[src/hw/isp_pkg.sv]
// register map, field positions and reset values of the interrupt logic
package isp_pkg;

  // register offsets on the plain register port
  localparam logic [3:0] OFS_IRQ_STATUS   = 4'h0;
  localparam logic [3:0] OFS_IRQ_ENABLE   = 4'h1;
  localparam logic [3:0] OFS_MAIN_CTRL    = 4'h2;
  localparam logic [3:0] OFS_SECOND_CTRL  = 4'h3;
  localparam logic [3:0] OFS_THIRD_CTRL   = 4'h4;
  localparam logic [3:0] OFS_CAN_PRIORITY = 4'h5;
  localparam logic [3:0] OFS_RESET_CAUSE  = 4'h6;
  localparam logic [3:0] OFS_TIMER0_LOW   = 4'h7;
  localparam logic [3:0] OFS_TIMER0_HIGH  = 4'h8;

  // status and enable bit positions
  localparam int SRC_EXT0    = 0;
  localparam int SRC_EXT1    = 1;
  localparam int SRC_EXT2    = 2;
  localparam int SRC_TIMER0  = 3;
  localparam int SRC_PORTCHG = 4;
  localparam int SRC_COUNT   = 5;

  // main control fields
  localparam int MAIN_GLOBAL_EN = 7;
  localparam int MAIN_LOW_EN    = 6;
  localparam int MAIN_T0_16BIT  = 0;

  // second control fields: edge selects and priorities
  localparam int SEC_EDGE0   = 6;
  localparam int SEC_EDGE1   = 5;
  localparam int SEC_EDGE2   = 4;
  localparam int SEC_T0_PRI  = 2;
  localparam int SEC_PCH_PRI = 0;

  // third control fields
  localparam int THIRD_EXT2_PRI = 7;
  localparam int THIRD_EXT1_PRI = 6;

  // reset cause register fields
  localparam int RC_PRI_EN   = 7;
  localparam int RC_INSTR    = 4;
  localparam int RC_WDT      = 3;
  localparam int RC_PWRDN    = 2;

  // reset values
  localparam logic [7:0] RST_MAIN_CTRL   = 8'h00;
  localparam logic [7:0] RST_SECOND_CTRL = 8'h75;
  localparam logic [7:0] RST_THIRD_CTRL  = 8'hc0;
  localparam logic [7:0] RST_CAN_PRI     = 8'hff;
  localparam logic [7:0] RST_RESET_CAUSE = 8'h1c;
  localparam logic [7:0] RC_IMPL_MASK    = 8'h9f;

endpackage

[src/hw/isp_top.sv]
// interrupt source flags, priority resolution and register port
`timescale 1ns/1ps

// Overview of operation
// - eight CAN priority bits, reset to one
// - bit 7 selects two-level priority mode
// - reset cause flags bits 4-0, 6-5 zero
// - external pins trigger on selected edge
// - edge sets flag; enable gates request
// - enabled pin flag wakes sleeping core
// - ext1/ext2 priority from third control
// - ext0 is always high priority
// - 8-bit timer overflow FF to 00
// - 16-bit timer overflow FFFF to 0000
// - timer enable and priority bits
// - port B upper nibble change flag
// - port change enable and priority bits
module isp_top (
  // clock and reset
  input  wire logic       ref_clk,
  input  wire logic       nrst,
  // register port
  input  wire logic [3:0] regAddr,
  input  wire logic [7:0] wrData,
  input  wire logic       wrEn,
  input  wire logic       rdEn,
  output logic      [7:0] rdData,
  // pins
  input  wire logic [2:0] extPin,
  input  wire logic [3:0] portBHigh,
  // on-chip sources
  input  wire logic       timer0Tick,
  input  wire logic [7:0] canFlag,
  input  wire logic [4:0] resetCauseSet,
  input  wire logic       cpuSleep,
  // requests to the core
  output logic            irqHigh,
  output logic            irqLow,
  output logic            irqOut,
  output logic            wakeReq
);

  typedef struct packed {
    logic [7:0]                        rdData;
    logic [isp_pkg::SRC_COUNT-1:0]     status;
    logic [isp_pkg::SRC_COUNT-1:0]     enable;
    logic [7:0]                        mainCtl;
    logic [7:0]                        secCtl;
    logic [7:0]                        thirdCtl;
    logic [7:0]                        canPri;
    logic [7:0]                        rcause;
    logic [7:0]                        t0Low;
    logic [7:0]                        t0High;
    logic [2:0]                        pinS1;
    logic [2:0]                        pinS2;
    logic [2:0]                        pinPrev;
    logic [3:0]                        rbS1;
    logic [3:0]                        rbS2;
    logic [3:0]                        rbPrev;
    logic                              irqHigh;
    logic                              irqLow;
    logic                              irqOut;
    logic                              wakeReq;
  } isp_state_t;

  isp_state_t stateReg;
  isp_state_t stateNext;

  // selected edge seen between two synchronised samples
  function automatic logic edgeSeen(input logic prev, input logic cur,
                                    input logic rising);
    edgeSeen = rising ? (!prev && cur) : (prev && !cur);
  endfunction

  // per-source priority with ext0 fixed high
  function automatic logic [isp_pkg::SRC_COUNT-1:0] srcPriority(
      input logic [7:0] sec, input logic [7:0] third);
    srcPriority = '0;
    srcPriority[isp_pkg::SRC_EXT0]    = 1'b1;
    srcPriority[isp_pkg::SRC_EXT1]    = third[isp_pkg::THIRD_EXT1_PRI];
    srcPriority[isp_pkg::SRC_EXT2]    = third[isp_pkg::THIRD_EXT2_PRI];
    srcPriority[isp_pkg::SRC_TIMER0]  = sec[isp_pkg::SEC_T0_PRI];
    srcPriority[isp_pkg::SRC_PORTCHG] = sec[isp_pkg::SEC_PCH_PRI];
  endfunction

  // next state
  always_comb begin
    logic [isp_pkg::SRC_COUNT-1:0] events;
    logic [isp_pkg::SRC_COUNT-1:0] active;
    logic [isp_pkg::SRC_COUNT-1:0] prio;
    logic [15:0]                   t0Count;
    logic [2:0]                    edgeSel;
    logic                          hiAny;
    logic                          loAny;
    logic                          global_irq_enable;
    events  = '0;
    active  = '0;
    prio    = '0;
    t0Count = 16'h0000;
    edgeSel = 3'h0;
    hiAny   = 1'b0;
    loAny   = 1'b0;
    global_irq_enable     = 1'b0;
    stateNext = stateReg;
    stateNext.rdData = 8'h00;

    // two-flop synchronisers, then a third stage for edge detection
    stateNext.pinS1   = extPin;
    stateNext.pinS2   = stateReg.pinS1;
    stateNext.pinPrev = stateReg.pinS2;
    stateNext.rbS1    = portBHigh;
    stateNext.rbS2    = stateReg.rbS1;
    stateNext.rbPrev  = stateReg.rbS2;

    // external pin edges
    edgeSel = {stateReg.secCtl[isp_pkg::SEC_EDGE2],
               stateReg.secCtl[isp_pkg::SEC_EDGE1],
               stateReg.secCtl[isp_pkg::SEC_EDGE0]};
    for (int i = 0; i < 3; i++) begin
      events[isp_pkg::SRC_EXT0 + i] = edgeSeen(stateReg.pinPrev[i],
          stateReg.pinS2[i], edgeSel[i]);
    end

    // any change on the upper port nibble
    events[isp_pkg::SRC_PORTCHG] =
        |(stateReg.rbS2 ^ stateReg.rbPrev);

    // timer counting and overflow
    t0Count = {stateReg.t0High, stateReg.t0Low};
    if (timer0Tick) begin
      if (stateReg.mainCtl[isp_pkg::MAIN_T0_16BIT]) begin
        events[isp_pkg::SRC_TIMER0] = (t0Count == 16'hffff);
        t0Count = t0Count + 16'h0001;
        stateNext.t0High = t0Count[15:8];
        stateNext.t0Low  = t0Count[7:0];
      end else begin
        events[isp_pkg::SRC_TIMER0] = (stateReg.t0Low == 8'hff);
        stateNext.t0Low = stateReg.t0Low + 8'h01;
      end
    end

    // register writes
    if (wrEn) begin
      unique case (regAddr)
        isp_pkg::OFS_IRQ_STATUS:
          stateNext.status = stateReg.status &
              ~wrData[isp_pkg::SRC_COUNT-1:0];
        isp_pkg::OFS_IRQ_ENABLE:
          stateNext.enable = wrData[isp_pkg::SRC_COUNT-1:0];
        isp_pkg::OFS_MAIN_CTRL:
          stateNext.mainCtl = wrData;
        isp_pkg::OFS_SECOND_CTRL:
          stateNext.secCtl = wrData;
        isp_pkg::OFS_THIRD_CTRL:
          stateNext.thirdCtl = wrData;
        isp_pkg::OFS_CAN_PRIORITY:
          stateNext.canPri = wrData;
        isp_pkg::OFS_RESET_CAUSE: begin
          // watchdog and power-down flags are read only
          stateNext.rcause = wrData & isp_pkg::RC_IMPL_MASK;
          stateNext.rcause[isp_pkg::RC_WDT] =
              stateReg.rcause[isp_pkg::RC_WDT];
          stateNext.rcause[isp_pkg::RC_PWRDN] =
              stateReg.rcause[isp_pkg::RC_PWRDN];
        end
        isp_pkg::OFS_TIMER0_LOW:
          stateNext.t0Low = wrData;
        isp_pkg::OFS_TIMER0_HIGH:
          stateNext.t0High = wrData;
        default: ;
      endcase
    end

    // hardware sets win over software clears
    stateNext.status = stateNext.status | events;
    stateNext.rcause[4:0] = stateNext.rcause[4:0] | resetCauseSet;

    // register reads, data in the following cycle only
    if (rdEn) begin
      unique case (regAddr)
        isp_pkg::OFS_IRQ_STATUS:
          stateNext.rdData = {3'h0, stateReg.status};
        isp_pkg::OFS_IRQ_ENABLE:
          stateNext.rdData = {3'h0, stateReg.enable};
        isp_pkg::OFS_MAIN_CTRL:    stateNext.rdData = stateReg.mainCtl;
        isp_pkg::OFS_SECOND_CTRL:  stateNext.rdData = stateReg.secCtl;
        isp_pkg::OFS_THIRD_CTRL:   stateNext.rdData = stateReg.thirdCtl;
        isp_pkg::OFS_CAN_PRIORITY: stateNext.rdData = stateReg.canPri;
        isp_pkg::OFS_RESET_CAUSE:  stateNext.rdData = stateReg.rcause;
        isp_pkg::OFS_TIMER0_LOW:   stateNext.rdData = stateReg.t0Low;
        isp_pkg::OFS_TIMER0_HIGH:  stateNext.rdData = stateReg.t0High;
        default:                   stateNext.rdData = 8'h00;
      endcase
    end

    // priority resolution of enabled, flagged sources
    active = stateReg.status & stateReg.enable;
    prio   = srcPriority(stateReg.secCtl, stateReg.thirdCtl);
    hiAny  = |(active & prio) | |(canFlag & stateReg.canPri);
    loAny  = |(active & ~prio) | |(canFlag & ~stateReg.canPri);
    global_irq_enable    = stateReg.mainCtl[isp_pkg::MAIN_GLOBAL_EN];
    if (stateReg.rcause[isp_pkg::RC_PRI_EN]) begin
      stateNext.irqHigh = global_irq_enable && hiAny;
      stateNext.irqLow  = global_irq_enable && loAny &&
          stateReg.mainCtl[isp_pkg::MAIN_LOW_EN];
    end else begin
      stateNext.irqHigh = global_irq_enable && (hiAny || loAny);
      stateNext.irqLow  = 1'b0;
    end
    stateNext.irqOut  = |active;

    // pin flags wake the core regardless of the global enable
    stateNext.wakeReq = cpuSleep &&
        |(stateReg.status[2:0] & stateReg.enable[2:0]);
  end

  // state register with synchronous reset
  always_ff @(posedge ref_clk) begin
    if (!nrst) begin
      stateReg          <= '0;
      stateReg.mainCtl  <= isp_pkg::RST_MAIN_CTRL;
      stateReg.secCtl   <= isp_pkg::RST_SECOND_CTRL;
      stateReg.thirdCtl <= isp_pkg::RST_THIRD_CTRL;
      stateReg.canPri   <= isp_pkg::RST_CAN_PRI;
      stateReg.rcause   <= isp_pkg::RST_RESET_CAUSE;
      // samplers keep following the pins through reset, so a pin that
      // idles high shows no false edge once reset lifts; this needs
      // reset held for three clocks
      stateReg.pinS1    <= stateNext.pinS1;
      stateReg.pinS2    <= stateNext.pinS2;
      stateReg.pinPrev  <= stateNext.pinPrev;
      stateReg.rbS1     <= stateNext.rbS1;
      stateReg.rbS2     <= stateNext.rbS2;
      stateReg.rbPrev   <= stateNext.rbPrev;
    end else begin
      stateReg <= stateNext;
    end
  end

  // outputs straight from the state flops
  assign rdData  = stateReg.rdData;
  assign irqHigh = stateReg.irqHigh;
  assign irqLow  = stateReg.irqLow;
  assign irqOut  = stateReg.irqOut;
  assign wakeReq = stateReg.wakeReq;

  // checks on the sources and request logic
  a_can_pri_reset: assert property (@(posedge ref_clk)
    !nrst |=> (stateReg.canPri == 8'hff && !stateReg.rcause[7]))
    else $error("priority reset values wrong");

  a_rcause_unused_zero: assert property (@(posedge ref_clk)
    disable iff (!nrst) rdEn && regAddr == isp_pkg::OFS_RESET_CAUSE
    |=> rdData[6:5] == 2'b00)
    else $error("reset cause bits 6-5 not zero");

  a_rise_sets_flag: assert property (@(posedge ref_clk)
    disable iff (!nrst)
    $rose(stateReg.pinS2[1]) && stateReg.secCtl[isp_pkg::SEC_EDGE1]
    |=> stateReg.status[isp_pkg::SRC_EXT1])
    else $error("rising edge did not set ext1 flag");

  a_fall_sets_flag: assert property (@(posedge ref_clk)
    disable iff (!nrst)
    $fell(stateReg.pinS2[0]) && !stateReg.secCtl[isp_pkg::SEC_EDGE0]
    |=> stateReg.status[isp_pkg::SRC_EXT0])
    else $error("falling edge did not set ext0 flag");

  a_flag_sticky: assert property (@(posedge ref_clk)
    disable iff (!nrst)
    stateReg.status[isp_pkg::SRC_EXT2] &&
    !(wrEn && regAddr == isp_pkg::OFS_IRQ_STATUS && wrData[2])
    |=> stateReg.status[isp_pkg::SRC_EXT2])
    else $error("flag dropped without a clear");

  a_wake_on_pin: assert property (@(posedge ref_clk)
    disable iff (!nrst)
    cpuSleep && stateReg.status[0] && stateReg.enable[0] |=> wakeReq)
    else $error("enabled pin flag did not wake core");

  a_ext0_high_pri: assert property (@(posedge ref_clk)
    disable iff (!nrst)
    stateReg.rcause[7] && stateReg.mainCtl[7] &&
    stateReg.status[0] && stateReg.enable[0] |=> irqHigh)
    else $error("ext0 not raised as high priority");

  a_timer8_overflow: assert property (@(posedge ref_clk)
    disable iff (!nrst)
    timer0Tick && !stateReg.mainCtl[isp_pkg::MAIN_T0_16BIT] &&
    stateReg.t0Low == 8'hff && !wrEn
    |=> stateReg.status[isp_pkg::SRC_TIMER0] && stateReg.t0Low == 8'h00)
    else $error("8-bit overflow missed");

  a_timer16_overflow: assert property (@(posedge ref_clk)
    disable iff (!nrst)
    timer0Tick && stateReg.mainCtl[isp_pkg::MAIN_T0_16BIT] &&
    {stateReg.t0High, stateReg.t0Low} == 16'hffff && !wrEn
    |=> stateReg.status[isp_pkg::SRC_TIMER0] && stateReg.t0High == 8'h00)
    else $error("16-bit overflow missed");

  a_port_change_flag: assert property (@(posedge ref_clk)
    disable iff (!nrst)
    stateReg.rbS2 != stateReg.rbPrev
    |=> stateReg.status[isp_pkg::SRC_PORTCHG])
    else $error("port change not flagged");

  a_single_level: assert property (@(posedge ref_clk)
    disable iff (!nrst)
    !stateReg.rcause[7] |=> !irqLow)
    else $error("low request in single-level mode");

  a_disabled_quiet: assert property (@(posedge ref_clk)
    disable iff (!nrst)
    stateReg.enable == 5'h00 && canFlag == 8'h00 |=> !irqHigh && !irqLow)
    else $error("request without enabled source");

  a_ext1_low_pri: assert property (@(posedge ref_clk)
    disable iff (!nrst)
    stateReg.rcause[isp_pkg::RC_PRI_EN] && stateReg.mainCtl[7:6] == 2'b11 &&
    stateReg.status[isp_pkg::SRC_EXT1] && stateReg.enable[isp_pkg::SRC_EXT1]
    && !stateReg.thirdCtl[isp_pkg::THIRD_EXT1_PRI] |=> irqLow)
    else $error("ext1 low priority not raised");

  a_timer_low_pri: assert property (@(posedge ref_clk)
    disable iff (!nrst)
    stateReg.rcause[isp_pkg::RC_PRI_EN] && stateReg.mainCtl[7:6] == 2'b11 &&
    stateReg.status[isp_pkg::SRC_TIMER0] &&
    stateReg.enable[isp_pkg::SRC_TIMER0] &&
    !stateReg.secCtl[isp_pkg::SEC_T0_PRI] |=> irqLow)
    else $error("timer low priority not raised");

  a_pch_high_pri: assert property (@(posedge ref_clk)
    disable iff (!nrst)
    stateReg.rcause[isp_pkg::RC_PRI_EN] &&
    stateReg.mainCtl[isp_pkg::MAIN_GLOBAL_EN] &&
    stateReg.status[isp_pkg::SRC_PORTCHG] &&
    stateReg.enable[isp_pkg::SRC_PORTCHG] &&
    stateReg.secCtl[isp_pkg::SEC_PCH_PRI] |=> irqHigh)
    else $error("port change high priority not raised");

  a_single_all_high: assert property (@(posedge ref_clk)
    disable iff (!nrst)
    !stateReg.rcause[isp_pkg::RC_PRI_EN] &&
    stateReg.mainCtl[isp_pkg::MAIN_GLOBAL_EN] &&
    (stateReg.status & stateReg.enable) != 5'h00 |=> irqHigh)
    else $error("single-level request not on high line");

  a_can_high_pri: assert property (@(posedge ref_clk)
    disable iff (!nrst)
    stateReg.rcause[isp_pkg::RC_PRI_EN] &&
    stateReg.mainCtl[isp_pkg::MAIN_GLOBAL_EN] &&
    (canFlag & stateReg.canPri) != 8'h00 |=> irqHigh)
    else $error("high priority CAN source not raised");

  a_out_needs_enable: assert property (@(posedge ref_clk)
    disable iff (!nrst)
    (stateReg.status & stateReg.enable) == 5'h00 |=> !irqOut)
    else $error("request output without enabled flag");

endmodule // isp_top

[config.mk]
export PLATFORM = sky130hd
export DESIGN_NAME = isp_top
export DESIGN_NICKNAME = d
export VERILOG_FILES = /design/src/hw/isp_pkg.sv /design/src/hw/isp_top.sv
export SDC_FILE = /design/constraint.sdc
export NUM_CORES = 1
export LEC_CHECK = 0
export BUFFER_PORTS_ARGS = -buffer_cell sky130_fd_sc_hd__clkbuf_2
export CORE_AREA = 2 2 107 109
export CTS_BUF_LIST = sky130_fd_sc_hd__clkbuf_4 sky130_fd_sc_hd__clkbuf_8
export CTS_CLUSTER_DIAMETER = 40
export CTS_CLUSTER_SIZE = 16
export DETAILED_ROUTE_END_ITERATION = 10
export DIE_AREA = 0 0 109 111
export GPL_TIMING_DRIVEN = 0
export PLACE_DENSITY_LB_ADDON = 0.05
export RECOVER_POWER = 50
export SLEW_MARGIN = 10
export SYNTH_ARGS = -nofsm -noshare
export SYNTH_HDL_FRONTEND = slang
export SYNTH_SLANG_ARGS = --single-unit
[constraint.sdc]
create_clock -name ref_clk -period 1.9 [get_ports ref_clk]
set_clock_uncertainty 0.05 [all_clocks]
set_input_delay 0.38 -clock ref_clk [delete_from_list [all_inputs] [get_ports ref_clk]]
set_output_delay 0.38 -clock ref_clk [all_outputs]
set_load 0.05 [all_outputs]
# [Word-level counts from Yosys, hierarchy flattened]
# Cells that the tools add are included.
[op_classes] n_addsub=2 mul=0 div=0 order_cmp=0 n_eq_ne=10 shift=0 n_mux=20 n_bitwise=15 reduce_logical=34
[ops] op="8-bit 2-to-1 mux" n=9
[ops] op="8-bit case mux with 9 select lines" n=1
[ops] op="66-bit 2-to-1 mux" n=1
[ops] op="5-bit bitwise AND" n=4
[ops] op="16-bit by 1-bit adder with 16-bit output (second input constant)" n=1
[ops] op="8-bit bitwise AND" n=2
[ops] op="16-bit equality test (second input constant)" n=1
[ops] op="4-bit by 3-bit equality test with 1-bit output (second input constant)" n=4
[ops] op="16-bit 2-to-1 mux" n=1
[ops] op="2-bit AND reduction" n=8
[ops] op="8-bit OR reduction" n=2
[ops] op="5-bit OR reduction" n=3
[ops] op="1-bit logical AND" n=11
[ops] op="5-bit 2-to-1 mux" n=2
[ops] op="5-bit NOT" n=2
[ops] op="5-bit OR" n=2
[ops] op="8-bit by 1-bit adder with 8-bit output (second input constant)" n=1
[ops] op="4-bit by 2-bit equality test with 1-bit output (second input constant)" n=2
[ops] op="8-bit equality test (second input constant)" n=1
[ops] op="8-bit NOT" n=1
[ops] op="1-bit logical NOT" n=6
[ops] op="1-bit 2-to-1 mux" n=5
[ops] op="4-bit by 1-bit equality test with 1-bit output (second input constant)" n=1
[ops] op="4-bit equality test (second input constant)" n=1
[ops] op="8 further kinds" n=9
[word_totals] register_bits=97 latch_bits=0 ram_bits=0 mem_bits_ro=0 inputBits=38 output_inout_bits=12 wordCells=102 memories=0

# [Longest topological paths before layout]
[depth] word_depth=7 ltp_mapped=7 mapped_depth_nobuf=5

# [Worst setup path before layout]
# No wires, ideal clock.
[synth_path] path_type="input to register" startpoint="input regAddr[3]" endpoint="register stateReg[45] in the netlist's numbering" setup_ns=0.127 arrival_time_ns=1.657 required_ns=1.723 slack_ns=0.066 cell_stages=7 cell_sequence="buf_4 nor2b_1 buf_6 and4b_1 buf_6 mux2_4 or3_1"
[synth_between] elab_chain_len=4
[synth_rtl] item="start, declared" line_no="isp_top.sv:23" text="input wire logic [3:0] regAddr,"
[synth_rtl] item="4-bit by 3-bit equality test with 1-bit output" line_no="isp_top.sv:144" text="unique case (regAddr)"
[synth_rtl] item="8-bit 2-to-1 mux" line_no="isp_top.sv:144"
[synth_rtl] item="66-bit 2-to-1 mux" line_no="isp_top.sv:143" text="if (wrEn) begin"
[synth_rtl] item="5-bit OR" line_no="isp_top.sv:176" text="stateNext.rcause[4:0] = stateNext.rcause[4:0] | resetCauseSet;"
[synth_rtl] item="end signal, assigned" line_no="isp_top.sv:236" text="stateReg <= stateNext;"
[synth_rtl] item="end, declared" line_no="isp_top.sv:66" text="isp_state_t stateReg;"
# No other way between the ends.
# A chain may end at the register's enable or synchronous reset.

# [Worst setup path in the final report]
[layout_path] startpoint="input regAddr[0]" endpoint="register stateReg, in the netlist rdData[0]"
[layout_between] elab_chain_len=2
[layout_rtl] item="4-bit equality test, or another cell as far along" line_no="isp_top.sv:180" text="unique case (regAddr)"
[layout_rtl] item="8-bit case mux with 9 select lines (*)" line_no="isp_top.sv:180"
# Mark *: on every way between the ends. The rest lies on a longest branch, timed or not.

==> summary.md <==
| Metric | Value |
|---|---|
| Post-Layout Cell Count | 677 |
| Core ar. | 11100 um2 |
| Crit-path cells | clkbuf_1, buf_2, buf_2, mux2i_1, nor3b_1, a2111oi_0, a21oi_1 |
| Worst r2r src | stateReg[37] |
| Slew @ Worst Pin | 0.696 ns |
| Area growth, synth to finish | 14.4% |
| Drt wl/cell | 20.2 um |
| TritonCTS clock tree | built |
| CP Capture Type | register |
| Worst EP required | 2.08 ns |
| Synthesized flop and latch total | 97 |
| Count of input and output buffers | 43 |
| Max-Cap Viols | 0 |
| Worst Hold Class | in2reg |
| # nets final | 568 |
| Row count | 39 |
| Register-to-Register Setup Slack | 0.14 ns |
| Cell area after synthesis | 4320 um2 |
| Final Setup Violations | 0 |
| Die footprint | 12100 um2 |
| Root Buffer | clkbuf_8 |
| Drt via density | 5.59 |
| Post-route ant nets | 0 |
| LEAKAGE | 2.02 nW |
| Mapped Nets | 513 |
| DP HPWL | 9950 um |
| Critical Path Slowest Stage Cell | a2111oi_0 |
| Power density over the cells | 828 nW/um2 |
| GPL Wtd Cong | 0.944 |
| Ys flop type | dfxtp_1 |
| Worst flop-to-flop path endpoint | stateReg[26] |
| Most used cell, CP | buf_2 |
| Worst-case clock buffer depth | 2 |
| Final core utilization | 0.446 |
| CTS Sinks | 97 |
| ANT cells | 0 |
| Main combinational cell family by area after synthesis | simple AND/OR/NAND/NOR gates |
| Vias in the first global route | 3615 |
| Global-route wire length before repair | 21100 um |
| 1st-iter DRT viols | 245 |
| Clock latency on the worst-skew pair | 0.38 ns |
| DR vias | 3782 |
| DR pass1 iterations | 5 |
| Min cycle time layout | 1.87 ns |
| WS Path Type | in2reg |
| Synth Instances | 474 |
| Antenna violations before repair | 0 |
| Area fraction in compound gates after synthesis | 0.150 |
| Fin. Hold Viols | 0 |
| CP startpoint | regAddr[0] |
| Final worst path period share | 0.983 |
| CP max FO | 10 |
| Depth of the most critical reg-to-reg path | 5 |
| Pins Over Slew Limit | 0 |
| Post-Synth XOR/XNOR Area | 0.0263 |
| CTS H-tree depth | 3 |
| Ys Warns | 0 |
| Starting density of the core | 0.390 |
| Footprint of the multi-input gates | 2140 um2 |
| Adder-cell share of the synthesized area | 0.00290 |
| Syn avg cell area | 9.12 um2 |
| Drt total wl | 13700 um |
| Overflow left after global routing | 0 |
| WHS | 0.0463 ns |
| Post-synthesis mux area share | 0.0973 |
| Crit path DAT | 2.05 ns |
| Largest net degree at the start of global routing | 16 |
| CP max stage delay | 0.53 ns |
| Post-Synth Simple-Gate Area | 0.217 |
| Placed cells | 660 |
| Die height | 111 um |
| Post-synthesis sequential area ratio | 0.449 |
| Layout cell share with drive strength beyond 1 | 0.148 |
| Worst relative slew slack | 0.536 |
| Asr flop ratio synth | 0 |
| Die width | 109 um |
| CP Launch Type | input port |
| Fmax | 0.535 GHz |
| Outcome | completed |
| RSZ-0062 raised after global routing | false |
| Count of flip-flops with a built-in enable after synthesis | 0 |
| I/O pin total | 50 |
| Critical path endpoint | rdData[0] |
| Netlist cell types | 58 |
| Post-route DRC | 0 |
| Number of buffers created by CTS | 9 |
| Register clock-pin slew on the reported worst setup and hold paths | 0.09 ns |
| GRT Overall Usage | 0.237 |
| Filler Cells Inserted | 1112 |
| Max IR drop VDD | 584 uV |
| Reg area | 1940 um2 |
## sequential cells by signal (all words and copies together) (netlist names)
register	flops
stateNext	14
wakeReq	1
stateReg	71
rdData	8
irqOut	1
irqLow	1
irqHigh	1
## synthesized netlist by cell type, types with 5 or more instances
| master | number | area (um2) |
|---|---|---|
| buf_4 | 9 | 67.6 |
| a22oi_1 | 9 | 67.6 |
| and3_1 | 6 | 37.5 |
| a21oi_1 | 22 | 110 |
| clkbuf_1 | 15 | 56.3 |
| dfxtp_1 | 97 | 1940 |
| a211oi_1 | 8 | 60.1 |
| nand3_1 | 31 | 155 |
| xor2_1 | 5 | 43.8 |
| nand2_1 | 46 | 173 |
| nand3b_1 | 10 | 75.1 |
| or3_1 | 12 | 75.1 |
| o21ai_0 | 16 | 80.1 |
| nor2_1 | 29 | 109 |
| inv_1 | 11 | 41.3 |
| a31oi_1 | 8 | 50.1 |
| mux2i_1 | 36 | 360 |
| nand4_1 | 8 | 50.1 |
| buf_2 | 11 | 55.1 |
| xnor2_1 | 8 | 70.1 |
## worst min path at each step
stage | startpoint | endpoint | cells past startpoint
final | extPin[0] | stateNext[19] | 1
after global routing | extPin[0] | stateNext[19] | 1
after CTS | extPin[0] | stateNext[19] | 1
after detailed placement | stateNext[11] | stateNext[7] | 0
after global placement | stateNext[19] | stateNext[16] | 0
after floorplan | stateNext[19] | stateNext[16] | 0
## timing repair
item,in CTS,in global routing
hold buffers,0,0
hold endpoints to repair,0,0
gates resized for setup,0,2
setup buffers,0,1
endpoints found under the setup margin,0,7
## cell usage in the layout, fill, tap and decap left out, types with 3 or more instances in the layout
master,count
a21oi_1,22
o22ai_1,4
buf_4,9
nand2_1,46
dfxtp_1,96
nor3b_1,4
inv_1,11
a31oi_1,8
o31a_1,3
clkbuf_8,12
nand3b_1,10
mux2i_1,36
xor2_1,5
buf_2,10
nand3_1,31
and3b_1,4
and4_1,3
clkbuf_1,30
nor2b_1,4
o21ai_0,16
a22oi_1,9
clkbuf_2,30
and3_1,6
a21boi_0,5
a211oi_1,8
nand4_1,8
nor2_1,28
nand2b_1,4
a221oi_1,3
xnor2_1,8
or3_1,12
or2_2,3
nor3_1,4
## power breakdown
group          switching, mW  internal, mW  total, mW
clock                  0.732         0.850       1.58
combinational          0.228         0.139      0.367
sequential            0.0528          2.09       2.15
## metal layers
metal	wire (um)	global-route usage	share of wire	up-vias
met5	0	0	0	-
met4	365	0.105	0.027	0
met3	764	0.0329	0.056	24
met2	6320	0.361	0.46	120
met1	6210	0.331	0.45	1825
li1	-	-	-	1813
## logic make-up (layout without fill, tap and decap cells)
| family | count (synthesis) | after routing |
|---|---|---|
| muxes | 40 | 40 |
| and+or+nand+nor | 177 | 177 |
| xor gates and xnor gates | 13 | 13 |
| AOI/OAI and AO/OA | 97 | 97 |
| buffers and inverters | 49 | 109 |
| adders and majority gates | 1 | 1 |
| DFF | 97 | 97 |
## critical path, delay by kind of cell
kind	cells	cell delay, ns
AOI/OAI and AO/OA	2	0.69
buffers and inverters	3	0.66
muxes	1	0.24
and+or+nand+nor	1	0.08
## layout make-up
class,count,area share
Clock inverter,4,0.0149
Timing Repair Buffer,44,0.0415
Inverter,12,0.00911
Multi-Input combinational cell,328,0.432
Tap cell,143,0.0362
Buffer,37,0.0400
Sequential cell,97,0.393
Clock buffer,12,0.0334
## through the flow
stage / worst slack, ns / instance area (um2) / setup TNS [ns] / power, mW
5_1_grt: 0.0166 / 4940 / 0 / 4.25
2_1_floorplan: 0.0659 / 4320 / 0 / 2.40
4_1_cts: 0.0734 / 4950 / 0 / 4.13
6_report: 0.0315 / 4940 / 0 / 4.09
3_3_place_gp: -0.383 / 4720 / -9.07 / 2.55
3_5_place_dp: -0.324 / 4720 / -8.27 / 2.56
Note: power is estimated with default switching activity, not from simulation.
